===== src/hw/ccc_cfg.svh =====
/*
 Offsets, field positions, write masks, reset values and counts of the
 calendar clock control block. Assumes byte addressing, one word per register.
*/
`ifndef CCC_CFG_SVH
`define CCC_CFG_SVH
`define CCC_OFS_CTL1L 8'h00
`define CCC_OFS_CTL1H 8'h04
`define CCC_OFS_CTL2L 8'h08
`define CCC_OFS_CTL2H 8'h0c
`define CCC_OFS_CTL3L 8'h10
`define CCC_OFS_STATL 8'h14
`define CCC_OFS_KEY 8'h18
`define CCC_OFS_SECW 8'h1c
`define CCC_B_UEN 15
`define CCC_B_LOCK 11
`define CCC_B_POWER_CTRL_ENABLE 10
`define CCC_B_POWER_CTRL_POLARITY 9
`define CCC_B_POWER_CTRL_PIN_ENABLE 8
`define CCC_B_OUTEN 7
`define CCC_L_OUTPUT_SELECT 4
`define CCC_B_TSEN 0
`define CCC_B_ALEN 15
`define CCC_B_CHIME 14
`define CCC_L_ALARM_PERIOD_SELECT 8
`define CCC_L_FRACTIONAL_DIVIDE 11
`define CCC_L_POWER_CTRL_PRESCALE 6
`define CCC_L_PS 4
`define CCC_B_ALMEV 5
`define CCC_B_TSEV 3
`define CCC_M_CTL1L 16'h8ff1
`define CCC_M_CTL1H 16'hcfff
`define CCC_M_CTL2L 16'hf8f3
`define CCC_RST_CTL2H 16'h3fff
`define CCC_KEY_FIRST 8'h55
`define CCC_KEY_SECOND 8'haa
`define CCC_PRE_16 8'h0f
`define CCC_PRE_64 8'h3f
`define CCC_PRE_256 8'hff
`define CCC_SAMP_ALWAYS 8'hff
`define CCC_SYNC_MARGIN 16'h0008
`endif


===== src/hw/ccc_pkg.sv =====
/*
 Types of the calendar clock control block.
 Assumes ccc_cfg.svh for all numeric constants.
*/
package ccc_pkg;
   typedef logic [15:0] ccc_reg_t;
   typedef enum logic [1:0] {PWC_IDLE, PWC_STAB, PWC_SAMP} ccc_pwc_e;
   typedef enum logic [1:0] {KEY_IDLE, KEY_HALF, KEY_OPEN} ccc_key_e;
endpackage : ccc_pkg


===== src/hw/ccc_ctrl.sv =====
/*
 Calendar clock control: write lock with key unlock, source select,
 prescalers, coarse and fractional divider, alarm, power control,
 timestamp and output pin, behind an AHB-Lite slave.
 Assumes a calendar counter on mclk that supplies field equality flags.
*/
// Our own choices: the register addresses and the AHB-Lite slave port.
`timescale 1ns/100ps
`default_nettype none
`include "ccc_cfg.svh"
// Behaviour
// - Write lock is zero after every reset.
// - Locked: writes to unit enable, control two and seconds value are dropped.
// - Locked: control one, alarm and timestamp writes still accepted.
// - Clearing the lock needs 0x55 then 0xAA key writes, next write only.
// - Unlocked: lock is set by a plain write.
// - Source select: crystal, RC, powerline pin, system clock.
// - Divider counts only while unit enable is one.
// - Power control enable, polarity and pin enable bits.
// - Output pin source chosen by output select when output enabled.
// - Timestamp event on tamper low pulse when timestamp enabled.
// - Alarm enable clears after event when repeat zero and chime off.
// - Chime on wraps repeat count to FFh, else it stops at zero.
// - Alarm period select decodes half second up to year; reserved codes never fire.
// - Repeat count decrements on every alarm event while it is nonzero.
// - Fractional value N adds N input cycles per 16 seconds.
// - Both prescalers decode 1:1, 1:16, 1:64, 1:256.
// - Coarse divide value sets divider reload period.
// - Sample window N periods, zero none, FFh always on.
// - Stability window precedes sample window; zero starts sample at alarm.
// - Alarm and timestamp event flags, software clearable.
// - Writing one to timestamp flag starts a capture.
// - Sync bits show time and alarm registers about to change.
// - Half-second bit tracks second half, cleared by seconds write.
// - Sixteen-bit down counter reloaded from coarse divide value.
// - Pulse deletion once per half second, up to 31 per 16 s.
module ccc_ctrl #(
   parameter logic [15:0] SYNC_MARGIN = `CCC_SYNC_MARGIN
) (
   input wire logic mclk,
   input wire logic rst,
   input wire logic hsel,
   input wire logic [31:0] haddr,
   input wire logic [1:0] htrans,
   input wire logic hwrite,
   input wire logic [2:0] hsize,
   input wire logic [31:0] hwdata,
   input wire logic hready,
   output logic [31:0] hrdata,
   output logic hreadyout,
   output logic hresp,
   input wire logic secondary_crystal_osc,
   input wire logic low_power_rc_osc,
   input wire logic powerline_clock_pin,
   input wire logic tamper_input_n,
   input wire logic [7:0] field_match,
   output logic output_pin,
   output logic power_ctrl_out,
   output logic power_ctrl_pin_enable,
   output logic timestamp_capture,
   output logic half_tick_out
);
   import ccc_pkg::*;

   initial begin
      if (SYNC_MARGIN == 16'h0000) begin
         $error("SYNC_MARGIN must be nonzero");
      end
   end

   function automatic logic [7:0] pre_max(input logic [1:0] sel);
      unique case (sel)
         2'b00: pre_max = 8'h00;
         2'b01: pre_max = `CCC_PRE_16;
         2'b10: pre_max = `CCC_PRE_64;
         2'b11: pre_max = `CCC_PRE_256;
      endcase
   endfunction : pre_max

   // Fields: 0 sec ones, 1 sec tens, 2 min ones, 3 min tens, 4 hour, 5 weekday, 6 day, 7 month
   function automatic logic alarm_hit(input logic [3:0] m, input logic [7:0] f, input logic sec);
      logic hms;
      hms = &f[4:0];
      case (m)
         4'h0: alarm_hit = 1'b1;
         4'h1: alarm_hit = sec;
         4'h2: alarm_hit = sec & f[0];
         4'h3: alarm_hit = sec & (&f[1:0]);
         4'h4: alarm_hit = sec & (&f[2:0]);
         4'h5: alarm_hit = sec & (&f[3:0]);
         4'h6: alarm_hit = sec & hms;
         4'h7: alarm_hit = sec & hms & f[5];
         4'h8: alarm_hit = sec & hms & f[6];
         4'h9: alarm_hit = sec & hms & f[6] & f[7];
         default: alarm_hit = 1'b0;
      endcase
   endfunction : alarm_hit

   ccc_reg_t ctl1l_q, ctl1h_q, ctl2l_q, ctl2h_q, ctl3l_q;
   logic [7:0] a_q;
   logic wr_pend_q, rd_pend_q;
   logic [31:0] hrdata_q;
   logic hreadyout_q;
   ccc_key_e key_q;
   logic [3:0] sync1_q, sync2_q, sync3_q;
   logic [7:0] ps_cnt_q, pwps_cnt_q;
   logic [15:0] div_cnt_q;
   logic del_q;
   logic [4:0] hs_idx_q;
   logic half_q;
   logic stat_alm_q, stat_ts_q;
   ccc_pwc_e pwc_q;
   logic [7:0] pwc_cnt_q;
   logic out_pin_q, pwr_q, pwr_en_q, ts_cap_q, half_tick_q;

   logic lock, uen, wr_data_ok;
   logic wr_ctl1l, wr_ctl1h, wr_ctl2l, wr_ctl2h, wr_ctl3l, wr_stat, wr_key, wr_sec;
   logic [3:0] rise, fall;
   logic src_p, pre_p, pwc_p, half_tick, sec_tick, alm_ev, ts_ev, pwc_act;
   logic [7:0] rpt, samp_len, stab_len;
   logic [15:0] rd_val;
   ccc_reg_t ctl1l_d;

   assign lock = ctl1l_q[`CCC_B_LOCK];
   assign uen = ctl1l_q[`CCC_B_UEN];
   assign rpt = ctl1h_q[7:0];
   assign samp_len = ctl3l_q[15:8];
   assign stab_len = ctl3l_q[7:0];
   assign wr_data_ok = wr_pend_q & hready;
   assign wr_ctl1l = wr_data_ok & (a_q == `CCC_OFS_CTL1L);
   assign wr_ctl1h = wr_data_ok & (a_q == `CCC_OFS_CTL1H);
   assign wr_ctl2l = wr_data_ok & (a_q == `CCC_OFS_CTL2L) & ~lock;
   assign wr_ctl2h = wr_data_ok & (a_q == `CCC_OFS_CTL2H) & ~lock;
   assign wr_ctl3l = wr_data_ok & (a_q == `CCC_OFS_CTL3L);
   assign wr_stat = wr_data_ok & (a_q == `CCC_OFS_STATL);
   assign wr_key = wr_data_ok & (a_q == `CCC_OFS_KEY);
   assign wr_sec = wr_data_ok & (a_q == `CCC_OFS_SECW) & ~lock;

   // Bus slave: writes take no wait state, reads take one so a read right after
   // a write always sees the written value.
   always_ff @(posedge mclk) begin
      if (rst) begin
         wr_pend_q <= 1'b0;
         rd_pend_q <= 1'b0;
         a_q <= 8'h00;
         hreadyout_q <= 1'b1;
         hrdata_q <= 32'h0000_0000;
      end else begin
         wr_pend_q <= hsel & htrans[1] & hready & hwrite;
         rd_pend_q <= hsel & htrans[1] & hready & ~hwrite;
         hreadyout_q <= ~(hsel & htrans[1] & hready & ~hwrite);
         if (hsel & htrans[1] & hready) begin
            a_q <= haddr[7:0];
         end
         if (rd_pend_q) begin
            hrdata_q <= {16'h0000, rd_val};
         end
      end
   end

   always_comb begin
      unique case (a_q)
         `CCC_OFS_CTL1L: rd_val = ctl1l_q;
         `CCC_OFS_CTL1H: rd_val = ctl1h_q;
         `CCC_OFS_CTL2L: rd_val = ctl2l_q;
         `CCC_OFS_CTL2H: rd_val = ctl2h_q;
         `CCC_OFS_CTL3L: rd_val = ctl3l_q;
         `CCC_OFS_STATL: rd_val = {10'h000, stat_alm_q, 1'b0, stat_ts_q,
            uen & (div_cnt_q < SYNC_MARGIN), uen & (div_cnt_q < SYNC_MARGIN), half_q};
         default: rd_val = 16'h0000;
      endcase
   end

   // Key sequence: any write other than the expected one starts over
   always_ff @(posedge mclk) begin
      if (rst) begin
         key_q <= KEY_IDLE;
      end else if (wr_data_ok) begin
         if (wr_key & (hwdata[7:0] == `CCC_KEY_FIRST)) begin
            key_q <= KEY_HALF;
         end else if (wr_key & (key_q == KEY_HALF) & (hwdata[7:0] == `CCC_KEY_SECOND)) begin
            key_q <= KEY_OPEN;
         end else begin
            key_q <= KEY_IDLE;
         end
      end
   end

   always_comb begin
      ctl1l_d = hwdata[15:0] & `CCC_M_CTL1L;
      if (lock) begin
         ctl1l_d[`CCC_B_UEN] = uen;
         ctl1l_d[`CCC_B_LOCK] = (key_q == KEY_OPEN) ? hwdata[`CCC_B_LOCK] : 1'b1;
      end
   end

   always_ff @(posedge mclk) begin
      if (rst) begin
         ctl1l_q <= 16'h0000;
      end else if (wr_ctl1l) begin
         ctl1l_q <= ctl1l_d;
      end
   end

   // Alarm hardware update wins over a colliding software write
   always_ff @(posedge mclk) begin
      if (rst) begin
         ctl1h_q <= 16'h0000;
      end else begin
         if (wr_ctl1h) begin
            ctl1h_q <= hwdata[15:0] & `CCC_M_CTL1H;
         end
         if (alm_ev) begin
            if (rpt != 8'h00) begin
               ctl1h_q[7:0] <= rpt - 8'h01;
            end else if (ctl1h_q[`CCC_B_CHIME]) begin
               ctl1h_q[7:0] <= 8'hff;
            end else begin
               ctl1h_q[`CCC_B_ALEN] <= 1'b0;
            end
         end
      end
   end

   always_ff @(posedge mclk) begin
      if (rst) begin
         ctl2l_q <= 16'h0000;
         ctl2h_q <= `CCC_RST_CTL2H;
         ctl3l_q <= 16'h0000;
      end else begin
         if (wr_ctl2l) begin
            ctl2l_q <= hwdata[15:0] & `CCC_M_CTL2L;
         end
         if (wr_ctl2h) begin
            ctl2h_q <= hwdata[15:0];
         end
         if (wr_ctl3l) begin
            ctl3l_q <= hwdata[15:0];
         end
      end
   end

   // Two-flop synchronisers; the third stage feeds edge detection only
   always_ff @(posedge mclk) begin
      if (rst) begin
         sync1_q <= 4'hf;
         sync2_q <= 4'hf;
         sync3_q <= 4'hf;
      end else begin
         sync1_q <= {tamper_input_n, powerline_clock_pin, low_power_rc_osc, secondary_crystal_osc};
         sync2_q <= sync1_q;
         sync3_q <= sync2_q;
      end
   end

   assign rise = sync2_q & ~sync3_q;
   assign fall = ~sync2_q & sync3_q;

   always_comb begin
      unique case (ctl2l_q[1:0])
         2'b00: src_p = rise[0];
         2'b01: src_p = rise[1];
         2'b10: src_p = rise[2];
         2'b11: src_p = 1'b1;
      endcase
   end

   assign pre_p = src_p & (ps_cnt_q >= pre_max(ctl2l_q[`CCC_L_PS +: 2]));
   assign pwc_p = src_p & (pwps_cnt_q >= pre_max(ctl2l_q[`CCC_L_POWER_CTRL_PRESCALE +: 2]));

   always_ff @(posedge mclk) begin
      if (rst) begin
         ps_cnt_q <= 8'h00;
         pwps_cnt_q <= 8'h00;
      end else begin
         if (src_p) begin
            ps_cnt_q <= pre_p ? 8'h00 : ps_cnt_q + 8'h01;
            pwps_cnt_q <= pwc_p ? 8'h00 : pwps_cnt_q + 8'h01;
         end
      end
   end

   assign half_tick = uen & pre_p & ~del_q & (div_cnt_q == 16'h0000);
   assign sec_tick = half_tick & half_q;

   always_ff @(posedge mclk) begin
      if (rst) begin
         div_cnt_q <= `CCC_RST_CTL2H;
         del_q <= 1'b0;
         hs_idx_q <= 5'h00;
      end else if (~uen) begin
         div_cnt_q <= ctl2h_q;
         del_q <= 1'b0;
      end else if (pre_p) begin
         if (del_q) begin
            del_q <= 1'b0;
         end else if (div_cnt_q == 16'h0000) begin
            div_cnt_q <= ctl2h_q;
            hs_idx_q <= hs_idx_q + 5'h01;
            // Deletes FRACTIONAL_DIVIDE pulses across 32 half seconds
            del_q <= hs_idx_q < ctl2l_q[`CCC_L_FRACTIONAL_DIVIDE +: 5];
         end else begin
            div_cnt_q <= div_cnt_q - 16'h0001;
         end
      end
   end

   always_ff @(posedge mclk) begin
      if (rst) begin
         half_q <= 1'b0;
      end else if (wr_sec) begin
         half_q <= 1'b0;
      end else if (half_tick) begin
         half_q <= ~half_q;
      end
   end

   assign alm_ev = half_tick & ctl1h_q[`CCC_B_ALEN]
      & alarm_hit(ctl1h_q[`CCC_L_ALARM_PERIOD_SELECT +: 4], field_match, sec_tick);
   assign ts_ev = ctl1l_q[`CCC_B_TSEN] & fall[3];

   // Hardware set wins over a software clear in the same cycle
   always_ff @(posedge mclk) begin
      if (rst) begin
         stat_alm_q <= 1'b0;
         stat_ts_q <= 1'b0;
         ts_cap_q <= 1'b0;
      end else begin
         stat_alm_q <= alm_ev | (stat_alm_q & ~(wr_stat & ~hwdata[`CCC_B_ALMEV]));
         if (wr_stat) begin
            stat_ts_q <= ts_ev | hwdata[`CCC_B_TSEV];
         end else if (ts_ev) begin
            stat_ts_q <= 1'b1;
         end
         ts_cap_q <= ts_ev | (wr_stat & hwdata[`CCC_B_TSEV]);
      end
   end

   always_ff @(posedge mclk) begin
      if (rst) begin
         pwc_q <= PWC_IDLE;
         pwc_cnt_q <= 8'h00;
      end else if (~ctl1l_q[`CCC_B_POWER_CTRL_ENABLE]) begin
         pwc_q <= PWC_IDLE;
      end else begin
         unique case (pwc_q)
            PWC_IDLE: begin
               if (alm_ev & (stab_len != 8'h00)) begin
                  pwc_q <= PWC_STAB;
                  pwc_cnt_q <= stab_len;
               end else if (alm_ev & (samp_len != 8'h00)) begin
                  pwc_q <= PWC_SAMP;
                  pwc_cnt_q <= samp_len;
               end
            end
            PWC_STAB: begin
               if (pwc_p & (pwc_cnt_q == 8'h01)) begin
                  pwc_q <= (samp_len != 8'h00) ? PWC_SAMP : PWC_IDLE;
                  pwc_cnt_q <= samp_len;
               end else if (pwc_p) begin
                  pwc_cnt_q <= pwc_cnt_q - 8'h01;
               end
            end
            PWC_SAMP: begin
               if (pwc_p & (pwc_cnt_q == 8'h01)) begin
                  pwc_q <= PWC_IDLE;
               end else if (pwc_p) begin
                  pwc_cnt_q <= pwc_cnt_q - 8'h01;
               end
            end
            default: pwc_q <= PWC_IDLE;
         endcase
      end
   end

   assign pwc_act = (pwc_q != PWC_IDLE) | (samp_len == `CCC_SAMP_ALWAYS);

   always_ff @(posedge mclk) begin
      if (rst) begin
         out_pin_q <= 1'b0;
         pwr_q <= 1'b0;
         pwr_en_q <= 1'b0;
         half_tick_q <= 1'b0;
      end else begin
         pwr_q <= ctl1l_q[`CCC_B_POWER_CTRL_POLARITY] ? pwc_act : ~pwc_act;
         pwr_en_q <= ctl1l_q[`CCC_B_POWER_CTRL_PIN_ENABLE];
         half_tick_q <= half_tick;
         if (~ctl1l_q[`CCC_B_OUTEN]) begin
            out_pin_q <= 1'b0;
         end else begin
            unique case (ctl1l_q[`CCC_L_OUTPUT_SELECT +: 3])
               3'h0: out_pin_q <= alm_ev;
               3'h1: out_pin_q <= ~half_q;
               3'h2: out_pin_q <= src_p;
               3'h3: out_pin_q <= pwc_act;
               3'h4: out_pin_q <= ts_ev;
               default: out_pin_q <= 1'b0;
            endcase
         end
      end
   end

   assign hrdata = hrdata_q;
   assign hreadyout = hreadyout_q;
   assign hresp = 1'b0;
   assign output_pin = out_pin_q;
   assign power_ctrl_out = pwr_q;
   assign power_ctrl_pin_enable = pwr_en_q;
   assign timestamp_capture = ts_cap_q;
   assign half_tick_out = half_tick_q;

   a_ctl2_locked: assert property (@(posedge mclk) disable iff (rst)
      wr_data_ok & (a_q == `CCC_OFS_CTL2H) & lock |=> $stable(ctl2h_q))
      else $error("control two changed while locked");
   a_lock_plain_set: assert property (@(posedge mclk) disable iff (rst)
      wr_ctl1l & ~lock & hwdata[`CCC_B_LOCK] |=> lock)
      else $error("lock not set by plain write");
   a_lock_needs_key: assert property (@(posedge mclk) disable iff (rst)
      lock & (key_q != KEY_OPEN) |=> lock)
      else $error("lock cleared without key");
   a_ctl1h_open: assert property (@(posedge mclk) disable iff (rst)
      wr_ctl1h & lock & ~alm_ev |=> ctl1h_q == ($past(hwdata[15:0]) & `CCC_M_CTL1H))
      else $error("alarm control write lost under lock");
   a_no_count_off: assert property (@(posedge mclk) disable iff (rst)
      ~uen |=> (div_cnt_q == $past(ctl2h_q)) && !half_tick_q)
      else $error("divider ran while disabled");
   a_alarm_flag: assert property (@(posedge mclk) disable iff (rst)
      alm_ev |=> stat_alm_q)
      else $error("alarm flag not set");
   a_repeat_dec: assert property (@(posedge mclk) disable iff (rst)
      alm_ev & (rpt != 8'h00) |=> rpt == $past(rpt) - 8'h01)
      else $error("repeat count not decremented");
   a_repeat_stop: assert property (@(posedge mclk) disable iff (rst)
      alm_ev & (rpt == 8'h00) & ~ctl1h_q[`CCC_B_CHIME] |=> (rpt == 8'h00) && !ctl1h_q[`CCC_B_ALEN])
      else $error("alarm did not stop at zero");
   a_chime_wrap: assert property (@(posedge mclk) disable iff (rst)
      alm_ev & (rpt == 8'h00) & ctl1h_q[`CCC_B_CHIME] |=> rpt == 8'hff)
      else $error("chime did not wrap");
   a_half_clear: assert property (@(posedge mclk) disable iff (rst)
      wr_sec |=> ~half_q)
      else $error("half second not cleared");
   a_pin_off: assert property (@(posedge mclk) disable iff (rst)
      ~ctl1l_q[`CCC_B_OUTEN] |=> ~out_pin_q)
      else $error("output pin active while disabled");
endmodule : ccc_ctrl
`default_nettype wire


===== config.mk =====
export PLATFORM = sky130hd
export DESIGN_NAME = ccc_ctrl
export DESIGN_NICKNAME = d
export VERILOG_FILES = /design/src/hw/ccc_pkg.sv /design/src/hw/ccc_ctrl.sv
export VERILOG_INCLUDE_DIRS = /design/src /design/src/hw
export SDC_FILE = /design/constraint.sdc
export NUM_CORES = 1
export LEC_CHECK = 0
export ABC_AREA = 1
export ABC_CLOCK_PERIOD_IN_PS = 6000
export BUFFER_PORTS_ARGS = -buffer_cell sky130_fd_sc_hd__buf_4
export CORE_MARGIN = 4
export CORE_UTILIZATION = 47
export CTS_BUF_LIST = sky130_fd_sc_hd__clkbuf_4 sky130_fd_sc_hd__clkbuf_8
export DETAILED_ROUTE_END_ITERATION = 8
export GPL_ROUTABILITY_DRIVEN = 0
export PLACE_DENSITY = 0.78
export SYNTH_ARGS = -nofsm -noshare
export SYNTH_HDL_FRONTEND = slang
export SYNTH_SLANG_ARGS = --single-unit

===== constraint.sdc =====
create_clock -name mclk -period 6 [get_ports mclk]
set_input_delay 1.2 -clock mclk [delete_from_list [all_inputs] [get_ports mclk]]
set_output_delay 1.2 -clock mclk [all_outputs]
set_load 0.005 [all_outputs]

==> flow_metrics.py <==
metrics = {
    "power_and_ir_drop": {
        "p_leak_nw": 4.16,
        "power.density_mw_per_mm2": 220,
        "ir_drop_mv": 0.152,
        "p_total_mw": 2.11,
    },
    "timing": {
        "tightest_slew_ns": 1.11,
        "whs_ns": 0.408,
        "finClkSkew_ns": 0.0167,
        "post-route-min-period_ns": 3.18,
        "hold_violations": 0,
        "timing.slew.headroom_pct": 26.0,
        "setup_violations": 0,
        "post-route-period-util_pct": 53.0,
        "timing.fmax_mhz": 315,
        "finalMaxSlewViolations": 0,
        "fin_tns_setup_ns": 0,
        "rsz0062_at_grt": "false",
    },
    "global_route": {
        "use_met3_pct": 4.69,
        "grt_busiest_layer": "met2",
        "use_met2_pct": 35.9,
        "grtUsageTotal_pct": 22.5,
        "antenna_found_initial": 0,
        "grt.overflow.total": 0,
        "grt_pass1_vias": 7251,
        "grtUsageMet1_pct": 29.8,
        "grt_max_degree": 63,
        "grt_first_pass_wirelength_um": 36700,
    },
    "logic_synthesis": {
        "synth_fa_ha_area_share_pct": 4.23,
        "yosysTopAreaCell": "dfxtp_1",
        "avgSynthCellArea_sq_um": 7.24,
        "ys_seq_elements": 164,
        "synth-simple-area-share_pct": 24.9,
        "synth_area_leaders": "dfxtp_1 38%, nand2_1 10%, o21ai_0 6.8%",
        "synth-compound-area-share_pct": 20.0,
        "synth.most_common_cell": "nand2_1",
        "seq_area_frac_synth_pct": 38.3,
        "yosys_warnings": 0,
        "synth_top_area_share_pct": 38.3,
        "synthMuxAreaShare_pct": 0,
        "syn_area_sq_mm": 0.00858,
        "synth_common_cells": "231 x nand2_1, 164 x dfxtp_1, 128 x inv_1",
        "async_reset_ff_share_pct": 0,
        "yosys.area_share.xor_xnor_pct": 2.76,
        "synth_edf_count": 0,
        "synth_top_family_by_area": "simple AND/OR/NAND/NOR gates",
        "netlist_instances": 1186,
        "ys.flop_type": "dfxtp_1",
        "synth_cell_types": 57,
    },
    "clocking": {
        "cts-buffers-inserted": 17,
        "cts-resized-gates": 0,
        "cts_setup_buffers": 0,
        "cts_tree": "done",
        "hold_buffers": 0,
        "cts_root_buf": "clkbuf_8",
        "cts_sinks": 164,
        "clock_path_buffers": 2,
        "path_clk_slew_ns": 0.10,
        "clkLatencyLatePin_ns": 0.48,
        "h-tree-depth": 4,
    },
    "routing": {
        "vias": 8077,
        "vias_per_cell": 5.47,
        "first_pass_iters": 7,
        "wl_per_cell_um": 15.5,
        "drc_errors": 0,
        "drt-total-wl_um": 22900,
        "ant_nets": 0,
        "drtIter0Drc": 849,
    },
    "floorplanning": {
        "initial_core_util_pct": 47.8,
        "fp-row-count": 49,
        "dieWidth_um": 143,
        "boundaryPins": 125,
        "design.core.area_sq_mm": 0.0180,
        "die_h_um": 143,
        "die-area_sq_mm": 0.0205,
    },
    "critical_path": {
        "r2r_cells": 7,
        "path_delay_family": "simple AND/OR/NAND/NOR gates",
        "path_cells": "buf_4 -> nand2_1 -> nor2_1 -> inv_1 -> nor2_1 -> inv_1 -> nand2_1 -> o211ai_1",
        "arrival_ns": 3.51,
        "cp_data_required_time_ns": 6.33,
        "startpoint_type": "input pin",
        "crit_buf_inv": 3,
        "cp.depth": 8,
        "cpPeakStageDelay_ns": 0.85,
        "critPathKind": "in2reg",
        "cp_slowest_cell": "nor2_1",
        "endpoint_kind": "flop",
        "path_max_fanout": 17,
    },
    "cells_and_area": {
        "nets": 1349,
        "multi_input_area_sq_mm": 0.00452,
        "drive_above_1_share_pct": 12.3,
        "regArea_sq_mm": 0.00328,
        "antennaDiodeCount": 0,
        "area_growth_pct": 11.6,
        "final_cells": 1476,
        "fill_cells": 1733,
    },
    "flow_run": {
        "drv_cap": 0,
    },
    "placement": {
        "place_hpwl_um": 16800,
        "port-buffer-count": 63,
        "dp.cells": 1444,
    },
    "hold_path": {
        "holdCritPathClass": "reg2reg",
        "hold_depth": 1,
    },
    "status": {
        "outcome": "completed",
    },
}
worst reg2reg max path, cell delays in order (launching register included):
cell,delay (ns)
dfxtp_1,0.41
inv_1,0.10
nor3_1,0.32
nand2_1,0.29
nor2_1,0.91
inv_1,0.50
nand2_1,0.17
o211ai_1,0.09
flip-flops by register name, indices dropped and copies added, names as in the netlist, 5 cells and up:
signal,flops
ctl1h_q,14
ctl3l_q,16
hrdata,16
a_q,8
ctl1l_q,10
ctl2h_q,16
ctl2l_q,11
hs_idx_q,5
pwps_cnt_q,8
pwc_cnt_q,8
div_cnt_q,16
ps_cnt_q,8
kinds of logic after synthesis:
kind of cell | count (synthesis)
AO/OA/AOI/OAI | 302
flip-flops | 164
XOR/XNOR | 27
other | 1
buffers and inverters | 198
adder cells (fa/ha/maj) | 29
AND/OR/NAND/NOR | 465
final timing paths:
| path | from | endpoint | slack [ns] |
|---|---|---|---|
| worst min register to register | sync1_q[1] | sync2_q[1] | 0.41 |
| worst max register to register | a_q[3] | ctl2h_q[7] | 3.06 |
| worst min-delay path | sync1_q[1] | sync2_q[1] | 0.41 |
| worst max-delay path | hready | ctl2h_q[7] | 2.82 |
cell usage in the layout, fill, tap and decap left out, drive strengths merged, types with 3 or more instances in the layout:
cell type / n
nor4: 10
a31oi: 3
nor3b: 3
clkbuf: 17
ha: 29
o22ai: 7
nand4: 28
a211oi: 5
nor2: 105
nand3: 44
nor3: 20
xnor2: 5
clkinv: 7
dfxtp: 164
xor2: 22
nand2: 240
inv: 146
buf: 68
bufinv: 3
a21oi: 114
o21ai: 119
o221ai: 4
o211ai: 28
or2: 11
o2111ai: 7
conb: 17
area by class of cell:
class,count,area share [%]
multi-input cells,840,47.1
flip-flops and latches,164,34.3
inverters,143,5.61
repair buffers,68,5.33
well taps,229,2.99
clock buffers,17,2.44
clock inverters,15,2.22
routing by layer:
layer | routed length, um | part of all wire, % | vias to the layer above
met3 | 1730 | 7.5 | 53
met4 | 760 | 3.3 | 0
met5 | 0 | 0 | -
met2 | 10600 | 46 | 310
met1 | 9860 | 43 | 3671
li1 | - | - | 4043
power breakdown:
part / internal, mW / leakage, nW / switching (mW)
logic: 0.0347 / 2.61 / 0.0757
registers: 1.10 / 1.33 / 0.00509
clock network: 0.432 / 0.219 / 0.468
through the flow:
stage               util (%)  worst slack [ns]  area (sq um)
finish                  53.3              2.82          9580
global placement        50.9              2.52          9140
floorplan                  -              3.41          8640
CTS                     53.3              2.94          9580
global route            53.3              2.61          9580
detailed placement      50.9              2.43          9140
Note: power is estimated with default switching activity, not from simulation.
